==> src/hw/suck_pkg.sv <==
// Purpose: shared constants and types for the clock generation block
// Assumes: one 50 MHz clock mclk, synchronous active-high reset
// Notes:   strap encodings and widths live here
package suck_pkg;

  // --------------------------------------------------------------------
  // strap encodings
  // --------------------------------------------------------------------
  typedef enum logic [1:0] {
    SUCK_SYS_BYPASS = 2'b00,
    SUCK_SYS_X1     = 2'b01,
    SUCK_SYS_X2     = 2'b10,
    SUCK_SYS_X4     = 2'b11
  } suck_sys_mode_t;

  typedef enum logic [1:0] {
    SUCK_USB_FROM_SYS = 2'b00,
    SUCK_USB_X2       = 2'b01,
    SUCK_USB_X4       = 2'b10,
    SUCK_USB_OFF      = 2'b11
  } suck_usb_mode_t;

  // --------------------------------------------------------------------
  // widths and counts
  // --------------------------------------------------------------------
  localparam int          SUCK_DIV_W       = 16;
  localparam int          SUCK_PH_W        = 3;
  localparam logic [2:0]  SUCK_USB_DIV_M1  = 3'h3;  // 48 mhz / 4 = 12 mhz
  // system ticks issued per reference rising edge
  localparam logic [2:0]  SUCK_X1_PH       = 3'h1;
  localparam logic [2:0]  SUCK_X2_PH       = 3'h2;
  localparam logic [2:0]  SUCK_X4_PH       = 3'h4;
  localparam logic [15:0] SUCK_DIV_RST     = 16'h0001;
  localparam logic [15:0] SUCK_DIV_ONE     = 16'h0001;
  localparam logic [3:0]  SUCK_OVERSAMPLE  = 4'hf;  // sixteen minus one

  // --------------------------------------------------------------------
  // carried groups
  // --------------------------------------------------------------------
  typedef struct packed {
    logic sys_a;
    logic sys_b;
    logic usb_a;
    logic usb_b;
  } suck_straps_t;

  typedef struct packed {
    logic [15:0] addr;
    logic [15:0] wdata;
    logic        wr;
    logic        rd;
  } suck_bus_req_t;

  localparam logic [15:0] SUCK_REG_DIV    = 16'h0000;
  localparam logic [15:0] SUCK_REG_CTRL   = 16'h0004;
  localparam logic [15:0] SUCK_REG_STATUS = 16'h0008;
  localparam int          SUCK_CTRL_SRC   = 0;

endpackage : suck_pkg

==> src/hw/suck_top.sv <==
// Purpose: strap-selected clock mode control, usb bit-rate enable and
//          uart baud enable generation for a communications controller
// Assumes: sys_osc_in and ext_uart_clock_pin (usb_osc_in unused) are slow
//          reference levels sampled on mclk; analog plls stay outside
// Notes:   every derived clock is an enable on mclk, high one cycle per tick, except the sys_osc_out level and usb_osc_out, held low
`timescale 1ns/1ns

// Functional notes
// RULE_01: system pll mode follows the two system strap pins during reset.
// RULE_02: pll mode runs system clock at one, two or four times reference.
// RULE_03: usb path gives 48 mhz and divides it to 12 mhz.
// RULE_04: only full-speed usb timing; no low-speed rate exists.
// RULE_05: usb pll mode follows the two usb strap pins during reset.
// RULE_06: usb pll multiplies its reference by two or four.
// RULE_07: usb from system clock needs 48 mhz system, usb input low.
// RULE_08: own usb pll requires system clock of at least 24 mhz.
// RULE_09: software disables usb before dropping system below 24 mhz.
// RULE_10: shared source: 12 mhz uses 2x/4x, 24 mhz uses 1x/2x.
// RULE_11: bypass mode passes the reference straight to the system clock.
// RULE_12: fully static logic keeps state while the input clock stops.
// RULE_13: software slows hdlc and uart clocks before slowing system.
// RULE_14: each uart picks system clock or external pin, independently.
// RULE_15: baud tick is source divided by divisor; divisor is f/(16*baud).
// RULE_16: strap modes latch at reset release and hold until next reset.
module suck_top #(
  parameter int NUM_UART = 2
) (
  // clock and reset
  input  wire logic                        mclk,
  input  wire logic                        sys_rst,
  // strap pins
  input  wire suck_pkg::suck_straps_t      straps,
  // reference inputs
  input  wire logic                        sys_osc_in,
  input  wire logic                        usb_osc_in,
  input  wire logic                        usb_pll_clk48_en,
  input  wire logic                        ext_uart_clock_pin,
  // register port
  input  wire suck_pkg::suck_bus_req_t     bus,
  output logic [15:0]                      rdata,
  // clock enables and oscillator outputs
  output logic                             system_clock_output,
  output logic                             sys_osc_out,
  output logic                             usb_osc_out,
  output logic                             usb_clk48_en,
  output logic                             usb_bit_en,
  output logic [NUM_UART-1:0]              baud_en,
  output logic [NUM_UART-1:0]              baud16_en,
  // latched modes
  output suck_pkg::suck_sys_mode_t         sys_mode,
  output suck_pkg::suck_usb_mode_t         usb_mode
);
  import suck_pkg::*;

  // --------------------------------------------------------------------
  // state
  // --------------------------------------------------------------------
  typedef struct packed {
    logic [1:0]             sync_osc_a;
    logic [1:0]             sync_osc_b;
    logic [1:0]             sync_ucl_a;
    logic [1:0]             sync_ucl_b;
    logic [3:0]             sync_str_a;
    logic [3:0]             sync_str_b;
    suck_straps_t           strap_hold;
    logic                   in_rst;
    suck_sys_mode_t         sys_mode;
    suck_usb_mode_t         usb_mode;
    logic [SUCK_PH_W-1:0]   pll_cnt;
    logic [SUCK_PH_W-1:0]   usb_cnt;
    logic                   sys_en;
    logic                   clk48;
    logic                   bit_en;
    logic                   osc_prev;
    logic                   ucl_prev;
    logic [NUM_UART-1:0]    src_sel;
    logic [NUM_UART-1:0][SUCK_DIV_W-1:0] divisor;
    logic [NUM_UART-1:0][SUCK_DIV_W-1:0] div_cnt;
    logic [NUM_UART-1:0][3:0]            ovs_cnt;
    logic [NUM_UART-1:0]    b16;
    logic [NUM_UART-1:0]    b1;
    logic [15:0]            rdata;
  } suck_state_t;

  suck_state_t st_reg;
  suck_state_t st_next;

  logic                 osc_rise;
  logic                 ucl_rise;
  logic [SUCK_PH_W-1:0] ph_len;
  logic                 usb_src_tick;
  logic                 sel_ctrl;
  logic                 sel_stat;
  logic [NUM_UART-1:0]  sel_div;
  logic [NUM_UART-1:0]  uart_src;
  logic [15:0]          status_word;

  // --------------------------------------------------------------------
  // reference edges
  // --------------------------------------------------------------------
  always_comb begin
    osc_rise = st_reg.sync_osc_b[1] & ~st_reg.osc_prev;
    ucl_rise = st_reg.sync_ucl_b[1] & ~st_reg.ucl_prev;
  end

  // --------------------------------------------------------------------
  // ticks per reference edge
  // --------------------------------------------------------------------
  always_comb begin
    case (st_reg.sys_mode)
      SUCK_SYS_X1: begin
        ph_len = SUCK_X1_PH;                                // RULE_02
      end
      SUCK_SYS_X2: begin
        ph_len = SUCK_X2_PH;                                // RULE_02
      end
      SUCK_SYS_X4: begin
        ph_len = SUCK_X4_PH;                                // RULE_02
      end
      default: begin
        ph_len = SUCK_X1_PH;
      end
    endcase
  end

  // --------------------------------------------------------------------
  // usb tick source
  // --------------------------------------------------------------------
  always_comb begin
    case (st_reg.usb_mode)
      SUCK_USB_FROM_SYS: begin
        usb_src_tick = st_reg.sys_en;                       // RULE_07
      end
      SUCK_USB_X2,
      SUCK_USB_X4: begin
        usb_src_tick = usb_pll_clk48_en;                    // RULE_06 RULE_10
      end
      default: begin
        usb_src_tick = 1'b0;
      end
    endcase
  end

  // --------------------------------------------------------------------
  // uart source select
  // --------------------------------------------------------------------
  always_comb begin
    uart_src = '0;
    for (int i = 0; i < NUM_UART; i++) begin
      if (st_reg.src_sel[i]) begin
        uart_src[i] = ucl_rise;                             // RULE_14
      end else begin
        uart_src[i] = st_reg.sys_en;                        // RULE_14
      end
    end
  end

  // --------------------------------------------------------------------
  // address decode and status word
  // --------------------------------------------------------------------
  always_comb begin
    sel_ctrl    = 1'b0;
    sel_stat    = 1'b0;
    sel_div     = '0;
    status_word = {12'h000, st_reg.usb_mode, st_reg.sys_mode};
    if (bus.addr == SUCK_REG_CTRL) begin
      sel_ctrl = 1'b1;
    end else if (bus.addr == SUCK_REG_STATUS) begin
      sel_stat = 1'b1;
    end else begin
      for (int i = 0; i < NUM_UART; i++) begin
        if (bus.addr == SUCK_REG_DIV + 16'(i * 16)) begin
          sel_div[i] = 1'b1;
        end
      end
    end
  end

  // --------------------------------------------------------------------
  // next state
  // --------------------------------------------------------------------
  always_comb begin
    st_next = st_reg;
    // ----------------------------------------------------------------
    // four-flop synchronisers on the references, two on the straps, then one edge stage
    // ----------------------------------------------------------------
    st_next.sync_osc_a = {st_reg.sync_osc_a[0], sys_osc_in};
    st_next.sync_osc_b = {st_reg.sync_osc_b[0], st_reg.sync_osc_a[1]};
    st_next.sync_ucl_a = {st_reg.sync_ucl_a[0], ext_uart_clock_pin};
    st_next.sync_ucl_b = {st_reg.sync_ucl_b[0], st_reg.sync_ucl_a[1]};
    st_next.sync_str_a = straps;
    st_next.sync_str_b = st_reg.sync_str_a;
    st_next.osc_prev   = st_reg.sync_osc_b[1];
    st_next.ucl_prev   = st_reg.sync_ucl_b[1];
    st_next.in_rst     = sys_rst;
    st_next.rdata      = 16'h0000;
    // ----------------------------------------------------------------
    // straps tracked while reset is held, frozen at release
    // ----------------------------------------------------------------
    if (sys_rst) begin
      st_next.strap_hold = st_reg.sync_str_b;             // RULE_01 RULE_05
    end
    if (st_reg.in_rst) begin
      st_next.sys_mode = suck_sys_mode_t'({st_reg.strap_hold.sys_b,
                                           st_reg.strap_hold.sys_a}); // RULE_16
      st_next.usb_mode = suck_usb_mode_t'({st_reg.strap_hold.usb_b,
                                           st_reg.strap_hold.usb_a}); // RULE_16
    end
    // ----------------------------------------------------------------
    // system clock enable, burst of ticks per reference edge
    // ----------------------------------------------------------------
    st_next.sys_en = 1'b0;
    if (st_reg.sys_mode == SUCK_SYS_BYPASS) begin
      st_next.sys_en  = osc_rise;                           // RULE_11 RULE_12
      st_next.pll_cnt = '0;
    end else if (osc_rise) begin
      st_next.sys_en  = 1'b1;                               // RULE_02
      st_next.pll_cnt = ph_len - 3'h1;
    end else if (st_reg.pll_cnt != '0) begin
      st_next.sys_en  = 1'b1;                               // RULE_02
      st_next.pll_cnt = st_reg.pll_cnt - 3'h1;
    end
    // ----------------------------------------------------------------
    // usb 48 -> 12 divider, full speed only
    // ----------------------------------------------------------------
    st_next.clk48  = usb_src_tick;                          // RULE_03
    st_next.bit_en = 1'b0;
    if (usb_src_tick) begin
      if (st_reg.usb_cnt == SUCK_USB_DIV_M1) begin
        st_next.usb_cnt = '0;
        st_next.bit_en  = 1'b1;                             // RULE_03 RULE_04
      end else begin
        st_next.usb_cnt = st_reg.usb_cnt + 3'h1;
      end
    end
    // ----------------------------------------------------------------
    // uart baud dividers, divisor zero acts as one
    // ----------------------------------------------------------------
    for (int i = 0; i < NUM_UART; i++) begin
      st_next.b16[i] = 1'b0;
      st_next.b1[i]  = 1'b0;
      if (uart_src[i]) begin
        if (st_reg.div_cnt[i] <= SUCK_DIV_ONE) begin
          st_next.div_cnt[i] = st_reg.divisor[i];
          st_next.b16[i]     = 1'b1;                        // RULE_15
          if (st_reg.ovs_cnt[i] == SUCK_OVERSAMPLE) begin
            st_next.ovs_cnt[i] = 4'h0;
            st_next.b1[i]      = 1'b1;                      // RULE_15
          end else begin
            st_next.ovs_cnt[i] = st_reg.ovs_cnt[i] + 4'h1;
          end
        end else begin
          st_next.div_cnt[i] = st_reg.div_cnt[i] - 16'h0001;
        end
      end
    end
    // ----------------------------------------------------------------
    // register writes
    // ----------------------------------------------------------------
    if (bus.wr && sel_ctrl) begin
      st_next.src_sel = bus.wdata[NUM_UART-1:0];            // RULE_14
    end
    for (int i = 0; i < NUM_UART; i++) begin
      if (bus.wr && sel_div[i]) begin
        st_next.divisor[i] = bus.wdata;                     // RULE_15
      end
    end
    // ----------------------------------------------------------------
    // register reads, unmapped offsets read zero
    // ----------------------------------------------------------------
    if (bus.rd && sel_ctrl) begin
      st_next.rdata = 16'(st_reg.src_sel);
    end else if (bus.rd && sel_stat) begin
      st_next.rdata = status_word;
    end
    for (int i = 0; i < NUM_UART; i++) begin
      if (bus.rd && sel_div[i]) begin
        st_next.rdata = st_reg.divisor[i];
      end
    end
  end

  // --------------------------------------------------------------------
  // registers
  // --------------------------------------------------------------------
  always_ff @(posedge mclk) begin
    if (sys_rst) begin
      // straps keep flowing through their synchronisers during reset
      st_reg.sync_osc_a <= '0;
      st_reg.sync_osc_b <= '0;
      st_reg.sync_ucl_a <= '0;
      st_reg.sync_ucl_b <= '0;
      st_reg.sync_str_a <= st_next.sync_str_a;
      st_reg.sync_str_b <= st_next.sync_str_b;
      st_reg.strap_hold <= st_next.strap_hold;
      st_reg.in_rst     <= 1'b1;
      st_reg.sys_mode   <= SUCK_SYS_BYPASS;
      st_reg.usb_mode   <= SUCK_USB_FROM_SYS;
      st_reg.pll_cnt    <= '0;
      st_reg.usb_cnt    <= '0;
      st_reg.sys_en     <= 1'b0;
      st_reg.clk48      <= 1'b0;
      st_reg.bit_en     <= 1'b0;
      st_reg.osc_prev   <= 1'b0;
      st_reg.ucl_prev   <= 1'b0;
      st_reg.src_sel    <= '0;
      st_reg.divisor    <= {NUM_UART{SUCK_DIV_RST}};
      st_reg.div_cnt    <= '0;
      st_reg.ovs_cnt    <= '0;
      st_reg.b16        <= '0;
      st_reg.b1         <= '0;
      st_reg.rdata      <= 16'h0000;
    end else begin
      st_reg <= st_next;
    end
  end

  // --------------------------------------------------------------------
  // outputs
  // --------------------------------------------------------------------
  always_comb begin
    rdata               = st_reg.rdata;
    system_clock_output = st_reg.sys_en;
    sys_osc_out         = ~st_reg.sync_osc_b[1];
    usb_osc_out         = 1'b0;
    usb_clk48_en        = st_reg.clk48;
    usb_bit_en          = st_reg.bit_en;
    baud16_en           = st_reg.b16;
    baud_en             = st_reg.b1;
    sys_mode            = st_reg.sys_mode;
    usb_mode            = st_reg.usb_mode;
  end

endmodule : suck_top

==> config.mk <==
export PLATFORM = sky130hd
export DESIGN_NAME = suck_top
export DESIGN_NICKNAME = d
export VERILOG_FILES = /design/src/hw/suck_pkg.sv /design/src/hw/suck_top.sv
export SDC_FILE = /design/constraint.sdc
export NUM_CORES = 1
export LEC_CHECK = 0
export CORE_MARGIN = 3
export CORE_UTILIZATION = 35
export CTS_BUF_LIST = sky130_fd_sc_hd__clkbuf_16
export DETAILED_ROUTE_END_ITERATION = 8
export DONT_BUFFER_PORTS = 1
export PLACE_DENSITY_LB_ADDON = 0.15
export SETUP_SLACK_MARGIN = 0.2
export SLEW_MARGIN = 20
export SYNTH_ARGS = -nofsm -noshare
export SYNTH_HDL_FRONTEND = slang
export SYNTH_SLANG_ARGS = --single-unit
export TNS_END_PERCENT = 5
==> constraint.sdc <==
create_clock -name mclk -period 3 [get_ports mclk]
set_input_delay 0.6 -clock mclk [delete_from_list [all_inputs] [get_ports mclk]]
set_output_delay 0.6 -clock mclk [all_outputs]
set_load 0.02 [all_outputs]
==> results.tsv, run 1 <==
metric	value	unit
number of top-level pins	73	
slew at the pin closest to its max-slew limit	0.679	ns
ranking of synthesized cells by instance count	dfxtp_1, nor2_1, mux2i_1, nand2_1, buf_4	
number of failing hold endpoints at the final stage	0	
via count of the first global-routing pass	4115	
Detail Route Antenna Nets	0	
outcome	finished clean	
post-route non-filler standard cell count	805	
mean routed wirelength per cell	17.1	µm
number of buffers added by the clock tree synthesis step	17	
overall die area	0.0178	mm²
arrival time reported for the critical path endpoint	2.79	ns
maximum number of pins on one net before global-route repair	95	
half-perimeter wire length of the detailed placement result	9680	µm
final count of pins violating max slew	0	
layer with the highest usage after global routing	met2	
share of the clock period used by the worst path after layout	81.9	%
worst setup timing slack at the placement stage	0.568	ns
area added between synthesis and finish	11.1	%
Util after Layout	40.6	%
row count	45	
Synthesized Nets	660	
launching point of the worst reg2reg path	st_reg[44]	
setup-violating endpoint count in the final report	0	
Chip Height	133	µm
ranking of synthesized cells by area	dfxtp_1, mux2i_1, nor2_1	
Setup crit end kind	flip-flop	
fraction of synthesized cell area taken by the top area cell type	44.5	%
leading cell type by number of instances after synthesis	dfxtp_1	
flop2flop setup slack	0.54	ns
total congestion overflow	0	
count of state elements after synthesis	130	
Starting Density	36.5	%
number of DRC markers after the initial detailed-route iteration	368	
Critical R2R Capture	st_reg[54]	
maximum count of clock buffers along a single path	2	
clock transition at the register clock pins on the worst setup and hold paths after CTS	0.06	ns
data required time at the worst endpoint	3.33	ns
number of distinct library cells after synthesis	68	
count of inserted antenna diode cells	0	
number of flip-flops under the largest register name	91	
CTS tree	built	
vias after detailed routing	4268	
crit path from	st_reg[44]	
routability congestion estimate	0.804	
setup repair after global routing missed its margin	no	
fmax	0.407	GHz
Residual DRC	0	
detail-routed via count per cell	5.30	
number of instances in the synthesized netlist	606	
clock latency reported for the late side of the worst-skew pair	0.41	ns
number of enable flip-flop cells after synthesis	4	
total of buffers placed on input and output ports	0	
endpoint of the most critical setup path	st_reg[54]	
max-cap viol count	0	
Post-CTS Resized	0	
total placed cells including tap cells	773	
setup ws final	0.542	ns
share of flip-flops with an asynchronous set or reset	0	%
Synth Warn #	0	
VDD IR max	0.371	mV
CP Launch Type	flip-flop	
Die X	133	µm
hold path start	straps[2]	
count of H-tree levels built during CTS	4	
leading register cell type out of synthesis	dfxtp_1	
Worst Skew	0.00596	ns
largest driver fanout on the critical path	6	
leakage power summed over all cells	2.43	nW
relative max-transition margin	54.4	%
worst min path class	primary input to flip-flop	
Overall Global Routing Usage	15.8	%
number of nets in the finished design	635	
core outline area	0.0155	mm²
antenna violations before repair	0	
number of hold buffers added after cts	0	
Period minus WS final	2.46	ns
fraction of final layout cells sized beyond drive strength 1	9.09	%
syn_area_per_cell	9.36	µm²
Design Power	4.07	mW
depth of the worst register-to-register path	7	
Clock Sink Count	130	
met2 Usage GRT	26.1	%
post-route setup TNS	0	ns
number of iterations in the first detailed-routing pass	5	
met3 demand-to-capacity share in global routing	4.57	%
Cell Area, Synth	0.00567	mm²
power density normalized to cell area	646	mW/mm²
worst setup path class	flip-flop to flip-flop	
wire length of the first global-routing pass	22200	µm
global routing met1 resource utilization	19.8	%
Total Wirelength	13800	µm
number of post-CTS setup repair buffers	0	
library cell with the largest summed area after synthesis	dfxtp_1	
root buf cell	clkbuf_16	
sequential share of the synthesized area	46.6	%
cells in the final DEF, fill, tap and decap left out, types with 5 or more instances in the layout:
cell       synthesis  layout
nor4_1            12      12
nand3_1           15      15
nor3_1            12      12
a31oi_1           11      11
a211oi_1           5       5
inv_1             15      15
o21ai_0           16      16
nor2b_1           15      15
nor2_1            93      93
nand4_1            5       5
mux2i_1           61      61
or3_1              8       8
a21oi_1           20      20
buf_4             26       8
clkbuf_16          0      17
dfxtp_1          126     126
inv_6              0       8
nand2_1           36      36
or4_1              7       7
o31ai_1            6       6
ha_1              10      10
area by class of cell:
class / instances / area, µm²
clock buffer: 17 / 425
clock inverter: 15 / 193
fill: 1560 / 9240
inverter: 15 / 56.3
multi-input combinational: 409 / 2660
sequential: 130 / 2640
tap: 211 / 264
timing repair buffer: 8 / 60.1
how the worst min path moves through the flow:
stage	endpoint	slack, ns	cells after the start
floorplan	st_reg[114]	0.31	0
global placement	st_reg[115]	0.31	0
detailed placement	st_reg[115]	0.31	0
CTS	st_next[116]	0.19	0
global route	st_next[115]	0.18	0
finish	st_next[116]	0.21	0
kinds of logic (layout without fill, tap and decap cells):
logic type                 Yosys count  count (layout)  share of synthesized area, %
xor gates and xnor gates             2               2                         0.309
buffers and inverters               67              55                          6.51
muxes                               63              63                          11.2
adders and majority gates           10              10                          2.21
DFF                                130             130                          46.6
and+or+nand+nor                    234             234                          21.3
other                                1               1                        0.0661
AOI/OAI and AO/OA                   99              99                          11.8
worst max-delay path, stage by stage (launching register included):
cell     delay, ns
dfxtp_1       0.36
inv_1         0.08
ha_1          0.22
or4b_1        0.58
a211o_1       0.33
or3_1         0.34
or3_1         0.31
a31oi_1       0.17
metrics by stage:
step	hold WS, ns	cell area, µm²
after floorplan	0.310	5670
after global placement	0.312	5680
after detailed placement	0.313	5680
after CTS	0.187	6300
after global routing	0.179	6300
final	0.207	6300
layer usage:
| layer | wire length [µm] | part of all wire [%] |
|---|---|---|
| met5 | 0 | 0 |
| met4 | 156 | 1.1 |
| met3 | 564 | 4.1 |
| met2 | 6790 | 49 |
| met1 | 6250 | 45 |
where the power goes:
part / switching, mW / leakage (nW) / total [mW] / internal, mW
combinational: 0.0724 / 1.08 / 0.125 / 0.0524
clock: 0.834 / 0.297 / 2.17 / 1.33
sequential: 0.0227 / 1.06 / 1.78 / 1.76
total: 0.929 / 2.43 / 4.07 / 3.14
Power figures use the tool's default switching activity.
==> run 2, diff against run 1 <==
Settings changed: ABC_AREA from default to 1.
Clock period 3 ns to 2.3 ns, I/O delays scaled along.
==> results.tsv, run 2 <==
metric	value	unit	change
outcome	finished clean		
clock latency reported for the late side of the worst-skew pair	0.42	ns	about the same
via count of the first global-routing pass	4990		+21%
fmax	0.530	GHz	+30%
number of flip-flops under the largest register name	91		unchanged
final count of pins violating max slew	0		unchanged
Util after Layout	39.9	%	-0.70 points
setup-violating endpoint count in the final report	0		unchanged
Compound-Gate Fraction of Synth Area	12.4	%	+0.56 points
area added between synthesis and finish	9.67	%	
leakage power summed over all cells	3.14	nW	+29%
leading cell type by number of instances after synthesis	nor2_1		
count of state elements after synthesis	130		unchanged
routability congestion estimate	0.828		+3.0%
number of top-level pins	73		unchanged
Synthesized Nets	954		+45%
Overall Global Routing Usage	15.8	%	+0.024 points
antenna violations before repair	0		unchanged
CTS tree	built		
overall die area	0.0199	mm²	+12%
post-route setup TNS	0	ns	unchanged
setup repair after global routing missed its margin	no		
maximum count of clock buffers along a single path	2		unchanged
arithmetic-cell share of the synthesized area counting full adders, half adders and majority gates	1.96	%	-0.25 points
number of enable flip-flop cells after synthesis	4		unchanged
delay-heaviest family, CP	simple AND/OR/NAND/NOR gates		
Worst Skew	0.00779	ns	+0.00183 ns
worst path buffer plus inverter count	4		+3
Clock Sink Count	130		unchanged
Residual DRC	0		unchanged
ranking of synthesized cells by instance count	nor2_1, nand2_1, dfxtp_1, inv_1, nand3_1		
number of buffers added by the clock tree synthesis step	17		unchanged
multiplexer share of the synthesized area	0	%	-11 points
share of the clock period used by the worst path after layout	82.0	%	about the same
delay of the slowest critical-path stage	0.34	ns	-0.24 ns
clock transition at the register clock pins on the worst setup and hold paths after CTS	0.06	ns	about the same
wire length of the first global-routing pass	24900	µm	+12%
row count	48		+6.7%
Setup crit end kind	flip-flop		
number of DRC markers after the initial detailed-route iteration	244		-34%
half-perimeter wire length of the detailed placement result	10800	µm	+11%
hold path start	straps[0]		
detail-routed via count per cell	4.78		-9.9%
number of distinct library cells after synthesis	44		-35%
number of instances in the synthesized netlist	900		+49%
crit path from	st_reg[44]		
core outline area	0.0176	mm²	+13%
fraction of final layout cells sized beyond drive strength 1	9.14	%	+0.051 points
syn_area_per_cell	7.11	µm²	-24%
combinational family with the most area after synthesis	simple AND/OR/NAND/NOR gates		
relative max-transition margin	66.5	%	+12 points
xor/xnor share of the synthesized area	1.10	%	+0.79 points
Starting Density	36.3	%	-0.16 points
data required time at the worst endpoint	2.61	ns	-0.72 ns
Total Wirelength	15200	µm	+10%
total of buffers placed on input and output ports	0		unchanged
Period minus WS final	1.89	ns	-0.572 ns
root buf cell	clkbuf_16		
fraction of synthesized cell area taken by the top area cell type	39.4	%	-5.0 points
Cell Area, Synth	0.00639	mm²	+13%
worst setup path class	flip-flop to flip-flop		
crit-path cells	inv_1, ha_1, inv_1, a21oi_1, nand3_4, nor2_4, buf_4, inv_2, nor2_1, nor2_1		
count of H-tree levels built during CTS	4		unchanged
leading cell type in the layout, fill and taps excluded	nor2_1		
total congestion overflow	0		unchanged
commonest non-fill, non-tap cells in the layout	nor2_1, nand2_1, inv_1, dfxtp_1, nand3_1		
number of iterations in the first detailed-routing pass	4		-1
largest driver fanout on the critical path	16		+10
Synth Warn #	0		unchanged
ranking of synthesized cells by area	dfxtp_1, nor2_1, nand2_1		
Detail Route Antenna Nets	0		unchanged
count of inserted antenna diode cells	0		unchanged
number of failing hold endpoints at the final stage	0		unchanged
power density normalized to cell area	770	mW/mm²	+19%
library cell with the largest summed area after synthesis	dfxtp_1		
launching point of the worst reg2reg path	st_reg[44]		
vias after detailed routing	5310		+24%
max-cap viol count	0		unchanged
arrival time reported for the critical path endpoint	2.19	ns	-0.60 ns
maximum number of pins on one net before global-route repair	68		-28%
number of post-CTS setup repair buffers	0		unchanged
leading register cell type out of synthesis	dfxtp_1		
slowest stage cell on the critical path	dfxtp_1		
Die X	141	µm	+5.9%
mean routed wirelength per cell	13.7	µm	-20%
sequential share of the synthesized area	41.3	%	-5.3 points
VDD IR max	0.539	mV	+45%
area fraction in and, or, nand and nor cells after synthesis	30.1	%	+8.7 points
CP Launch Type	flip-flop		
Post-CTS Resized	0		unchanged
number of nets in the finished design	927		+46%
number of hold buffers added after cts	0		unchanged
worst min path class	primary input to flip-flop		
share of flip-flops with an asynchronous set or reset	0	%	unchanged
slew at the pin closest to its max-slew limit	0.502	ns	-0.177 ns
Chip Height	141	µm	+5.9%
[run 2: cell types whose count changed in the layout (fill, tap and decap cells not counted), moves of 15 or more]
cell,change
inv_1,+111
a21oi_1,+29
mux2i_1,-61
nor2_1,+63
nor2b_1,-15
nand4_1,+15
o21ai_0,+37
nand2_1,+111
nand3_1,+51
[run 2: final timing paths]
| check | end | slack, ns | cells after the start |
|---|---|---|---|
| setup / recovery | st_reg[25] | 0.41 | 10 |
| hold / removal | st_next[114] | 0.06 | 0 |
| setup reg to reg | st_reg[25] | 0.41 | 10 |
| hold reg to reg | st_reg[116] | 0.33 | 0 |
[run 2: cell families after synthesis]
logic type,after synthesis
AND/OR/NAND/NOR,429
buffers and inverters,185
AO/OA/AOI/OAI,137
flip-flops,130
adder cells (fa/ha/maj),10
XOR/XNOR,8
other,1
[run 2: per-layer routing]
layer	vias up	part of all wire [%]	GRT usage, %
met3	14	7.1	6.48
met5	-	0	0
met1	2410	45	19.7
met2	94	46	24.8
met4	0	1.2	5.25
li1	2792	-	-
[run 2: final cells by class]
| class | instances | area, µm² |
|---|---|---|
| tap | 225 | 282 |
| timing repair buffer | 9 | 80.1 |
| inverter | 130 | 488 |
| clock buffer | 17 | 425 |
| multi-input combinational | 585 | 2910 |
| clock inverter | 15 | 181 |
| fill | 1881 | 10600 |
| sequential | 130 | 2640 |
[run 2: power by group]
group / total [mW] / internal [mW] / leakage [nW] / switching (mW)
sequential: 2.33 / 2.30 / 1.06 / 0.0284
clock: 2.79 / 1.71 / 0.282 / 1.07
combinational: 0.292 / 0.0934 / 1.80 / 0.198
[run 2: through the flow]
stage                     cell area (µm²)  std cells  power (mW)  hold slack [ns]  setup WS (ns)
after floorplan                      6390        900        2.62            0.310          0.778
after global placement               6390       1077        2.67            0.311          0.400
after detailed placement             6390       1077        2.67            0.314          0.364
after CTS                            7000       1109        5.47           0.0415          0.346
after global routing                 7010       1111        5.64           0.0324          0.192
final                                7010       1111        5.40           0.0614          0.414
==> run 3, diff against run 2 <==
Clock period 2.3 ns to 1.67 ns, I/O delays scaled along.
==> results.tsv, run 3 (synthesis results as in run 2) <==
metric	value	unit	change
count of H-tree levels built during CTS	4		unchanged
Overall Global Routing Usage	16.4	%	+0.64 points
half-perimeter wire length of the detailed placement result	11200	µm	+4.2%
storage element area	0.00266	mm²	+0.47%
maximum number of pins on one net before global-route repair	68		unchanged
Clock Sink Count	130		unchanged
worst setup timing slack at the placement stage	0.0152	ns	-0.349 ns
overall die area	0.0199	mm²	unchanged
number of buffers added by the clock tree synthesis step	17		unchanged
root buf cell	clkbuf_16		
setup ws final	0.147	ns	-0.267 ns
launching point of the worst reg2reg path	st_reg[28]		
violations in the final reports	negative hold slack		
post-route setup TNS	0	ns	unchanged
depth of the worst register-to-register path	10		unchanged
Hold Worst Slack	-0.0602	ns	-0.122 ns
largest driver fanout on the critical path	7		-9
number of flip-flops under the largest register name	91		unchanged
Chip Height	141	µm	unchanged
via count of the first global-routing pass	5275		+5.7%
crit-path most repeated cell	nand2_1		
max-cap viol count	0		unchanged
clock transition at the register clock pins on the worst setup and hold paths after CTS	0.06	ns	about the same
number of failing hold endpoints at the final stage	4		+4
Residual DRC	0		unchanged
antenna violations before repair	0		unchanged
data required time at the worst endpoint	1.98	ns	-0.63 ns
final count of pins violating max slew	0		unchanged
CTS tree	built		
routability congestion estimate	0.831		+0.35%
crit-path cells	inv_4, ha_4, nand2_4, a21oi_4, buf_12, nand4_1, nand2_1, inv_1, nand2_1, a21oi_2		
power density normalized to cell area	1000	mW/mm²	+30%
share of the clock period used by the worst path after layout	91.2	%	+9.2 points
post-layout instance area	0.00766	mm²	+9.3%
leading cell type in the layout, fill and taps excluded	nor2_1		
worst hold endpoint	st_reg[109]		
number of top-level pins	73		unchanged
total congestion overflow	0		unchanged
commonest non-fill, non-tap cells in the layout	nor2_1, nand2_1, inv_1		
fill cell instance count of the final layout	1819		-3.3%
Cell Area, Placed	0.00662	mm²	+3.6%
Worst Skew	0.00719	ns	-0.000595 ns
detail-routed via count per cell	4.76		-0.48%
vias after detailed routing	5470		+3.0%
Util after Layout	43.6	%	+3.7 points
setup-violating endpoint count in the final report	0		unchanged
worst path buffer plus inverter count	3		-1
delay of the slowest critical-path stage	0.37	ns	+0.03 ns
leakage power summed over all cells	3.46	nW	+10%
fmax	0.657	GHz	+24%
number of DRC markers after the initial detailed-route iteration	333		+36%
Period minus WS final	1.52	ns	-0.363 ns
flop2flop setup slack	0.15	ns	-0.27 ns
Critical R2R Capture	st_reg[43]		
Starting Density	36.3	%	unchanged
area of the multi-input gates	0.00309	mm²	+6.0%
number of nets in the finished design	966		+4.2%
wire length of the first global-routing pass	26300	µm	+5.6%
arrival time reported for the critical path endpoint	1.83	ns	-0.36 ns
number of iterations in the first detailed-routing pass	4		unchanged
area added between synthesis and finish	19.8	%	
setup repair after global routing missed its margin	yes		
row count	48		unchanged
slowest stage cell on the critical path	dfxtp_4		
core outline area	0.0176	mm²	unchanged
Setup crit end kind	flip-flop		
maximum count of clock buffers along a single path	2		unchanged
mean routed wirelength per cell	13.9	µm	+2.0%
number of hold buffers added after cts	14		+14
count of inserted antenna diode cells	0		unchanged
worst min path class	primary input to flip-flop		
Die X	141	µm	unchanged
Detail Route Antenna Nets	0		unchanged
delay-heaviest family, CP	flip-flops		
number of cells on the worst hold path	0		unchanged
hold path start	sys_rst		
VDD IR max	0.985	mV	+83%
clock latency reported for the late side of the worst-skew pair	0.42	ns	about the same
worst setup path class	flip-flop to flip-flop		
Total Wirelength	16000	µm	+5.6%
total of buffers placed on input and output ports	0		unchanged
CP Launch Type	flip-flop		
outcome	finished, violations left		
fraction of final layout cells sized beyond drive strength 1	14.9	%	+5.8 points
run 3: changes by cell type in the layout (fill, tap and decap cells not counted), moves of 4 or more:
| cell | previous run | this run |
|---|---|---|
| nor2_4 | 6 | 13 |
| buf_12 | 1 | 7 |
| dfxtp_2 | 0 | 4 |
| a21oi_1 | 49 | 45 |
| nor2_1 | 156 | 150 |
| clkinvlp_4 | 5 | 1 |
| dlygate4sd3_1 | 0 | 14 |
| dfxtp_1 | 126 | 120 |
| ha_1 | 10 | 6 |
| inv_1 | 126 | 121 |
| ha_4 | 0 | 4 |
| nand2_1 | 147 | 142 |
| buf_4 | 8 | 24 |
run 3: worst max-delay path by stage:
stage	depth (start not counted)	slack, ns	startpoint	end
5_1_grt	10	0.06	st_reg[28]	st_reg[43]
4_1_cts	9	0.15	st_reg[45]	st_reg[59]
3_3_place_gp	8	0.04	st_reg[44]	baud_en[1]
2_1_floorplan	8	0.19	st_reg[28]	st_reg[20]
6_report	10	0.15	st_reg[28]	st_reg[43]
3_5_place_dp	9	0.02	st_reg[44]	st_reg[59]
run 3: worst register-to-register path, cell delays in order (launching register included):
cell and delay [ns]:
dfxtp_4 0.37, inv_4 0.07, ha_4 0.16, nand2_4 0.06
a21oi_4 0.28, buf_12 0.16, nand4_1 0.10, nand2_1 0.08
inv_1 0.04, nand2_1 0.06, a21oi_2 0.05
run 3: routing by layer:
metal	GRT usage [%]	part of all wire (%)	routed length, µm
met1	21.3	46	7420
met2	25.0	45	7160
met3	6.85	7.5	1210
met4	4.90	1.4	230
met5	0	0	0
run 3: timing repair:
action / in CTS / in global routing
endpoints found under the hold margin: 58 / 19
gates cloned: 0 / 1
setup buffers: 2 / 2
endpoints found under the setup margin: 43 / 45
resized for setup: 19 / 40
pin swaps: 4 / 9
run 3: final cells by class:
type | instances | share of cell area [%]
inverter | 130 | 6.47
clock inverter | 15 | 2.69
sequential | 130 | 34.6
timing repair buffer | 48 | 6.68
clock buffer | 17 | 5.55
multi-input combinational | 585 | 40.3
tap | 225 | 3.67
run 3: where the power goes:
part	internal (mW)	leakage (nW)	switching [mW]	total [mW]
clock network	2.51	0.310	1.47	3.98
logic	0.203	2.09	0.318	0.521
registers	3.16	1.06	0.0305	3.19
total	5.88	3.46	1.81	7.69
run 3: metrics by stage:
stage | std cells | total power [mW]
floorplan | 900 | 3.61
detailed placement | 1099 | 3.71
CTS | 1147 | 7.76
finish | 1150 | 7.69
global placement | 1099 | 3.71
global route | 1150 | 7.98
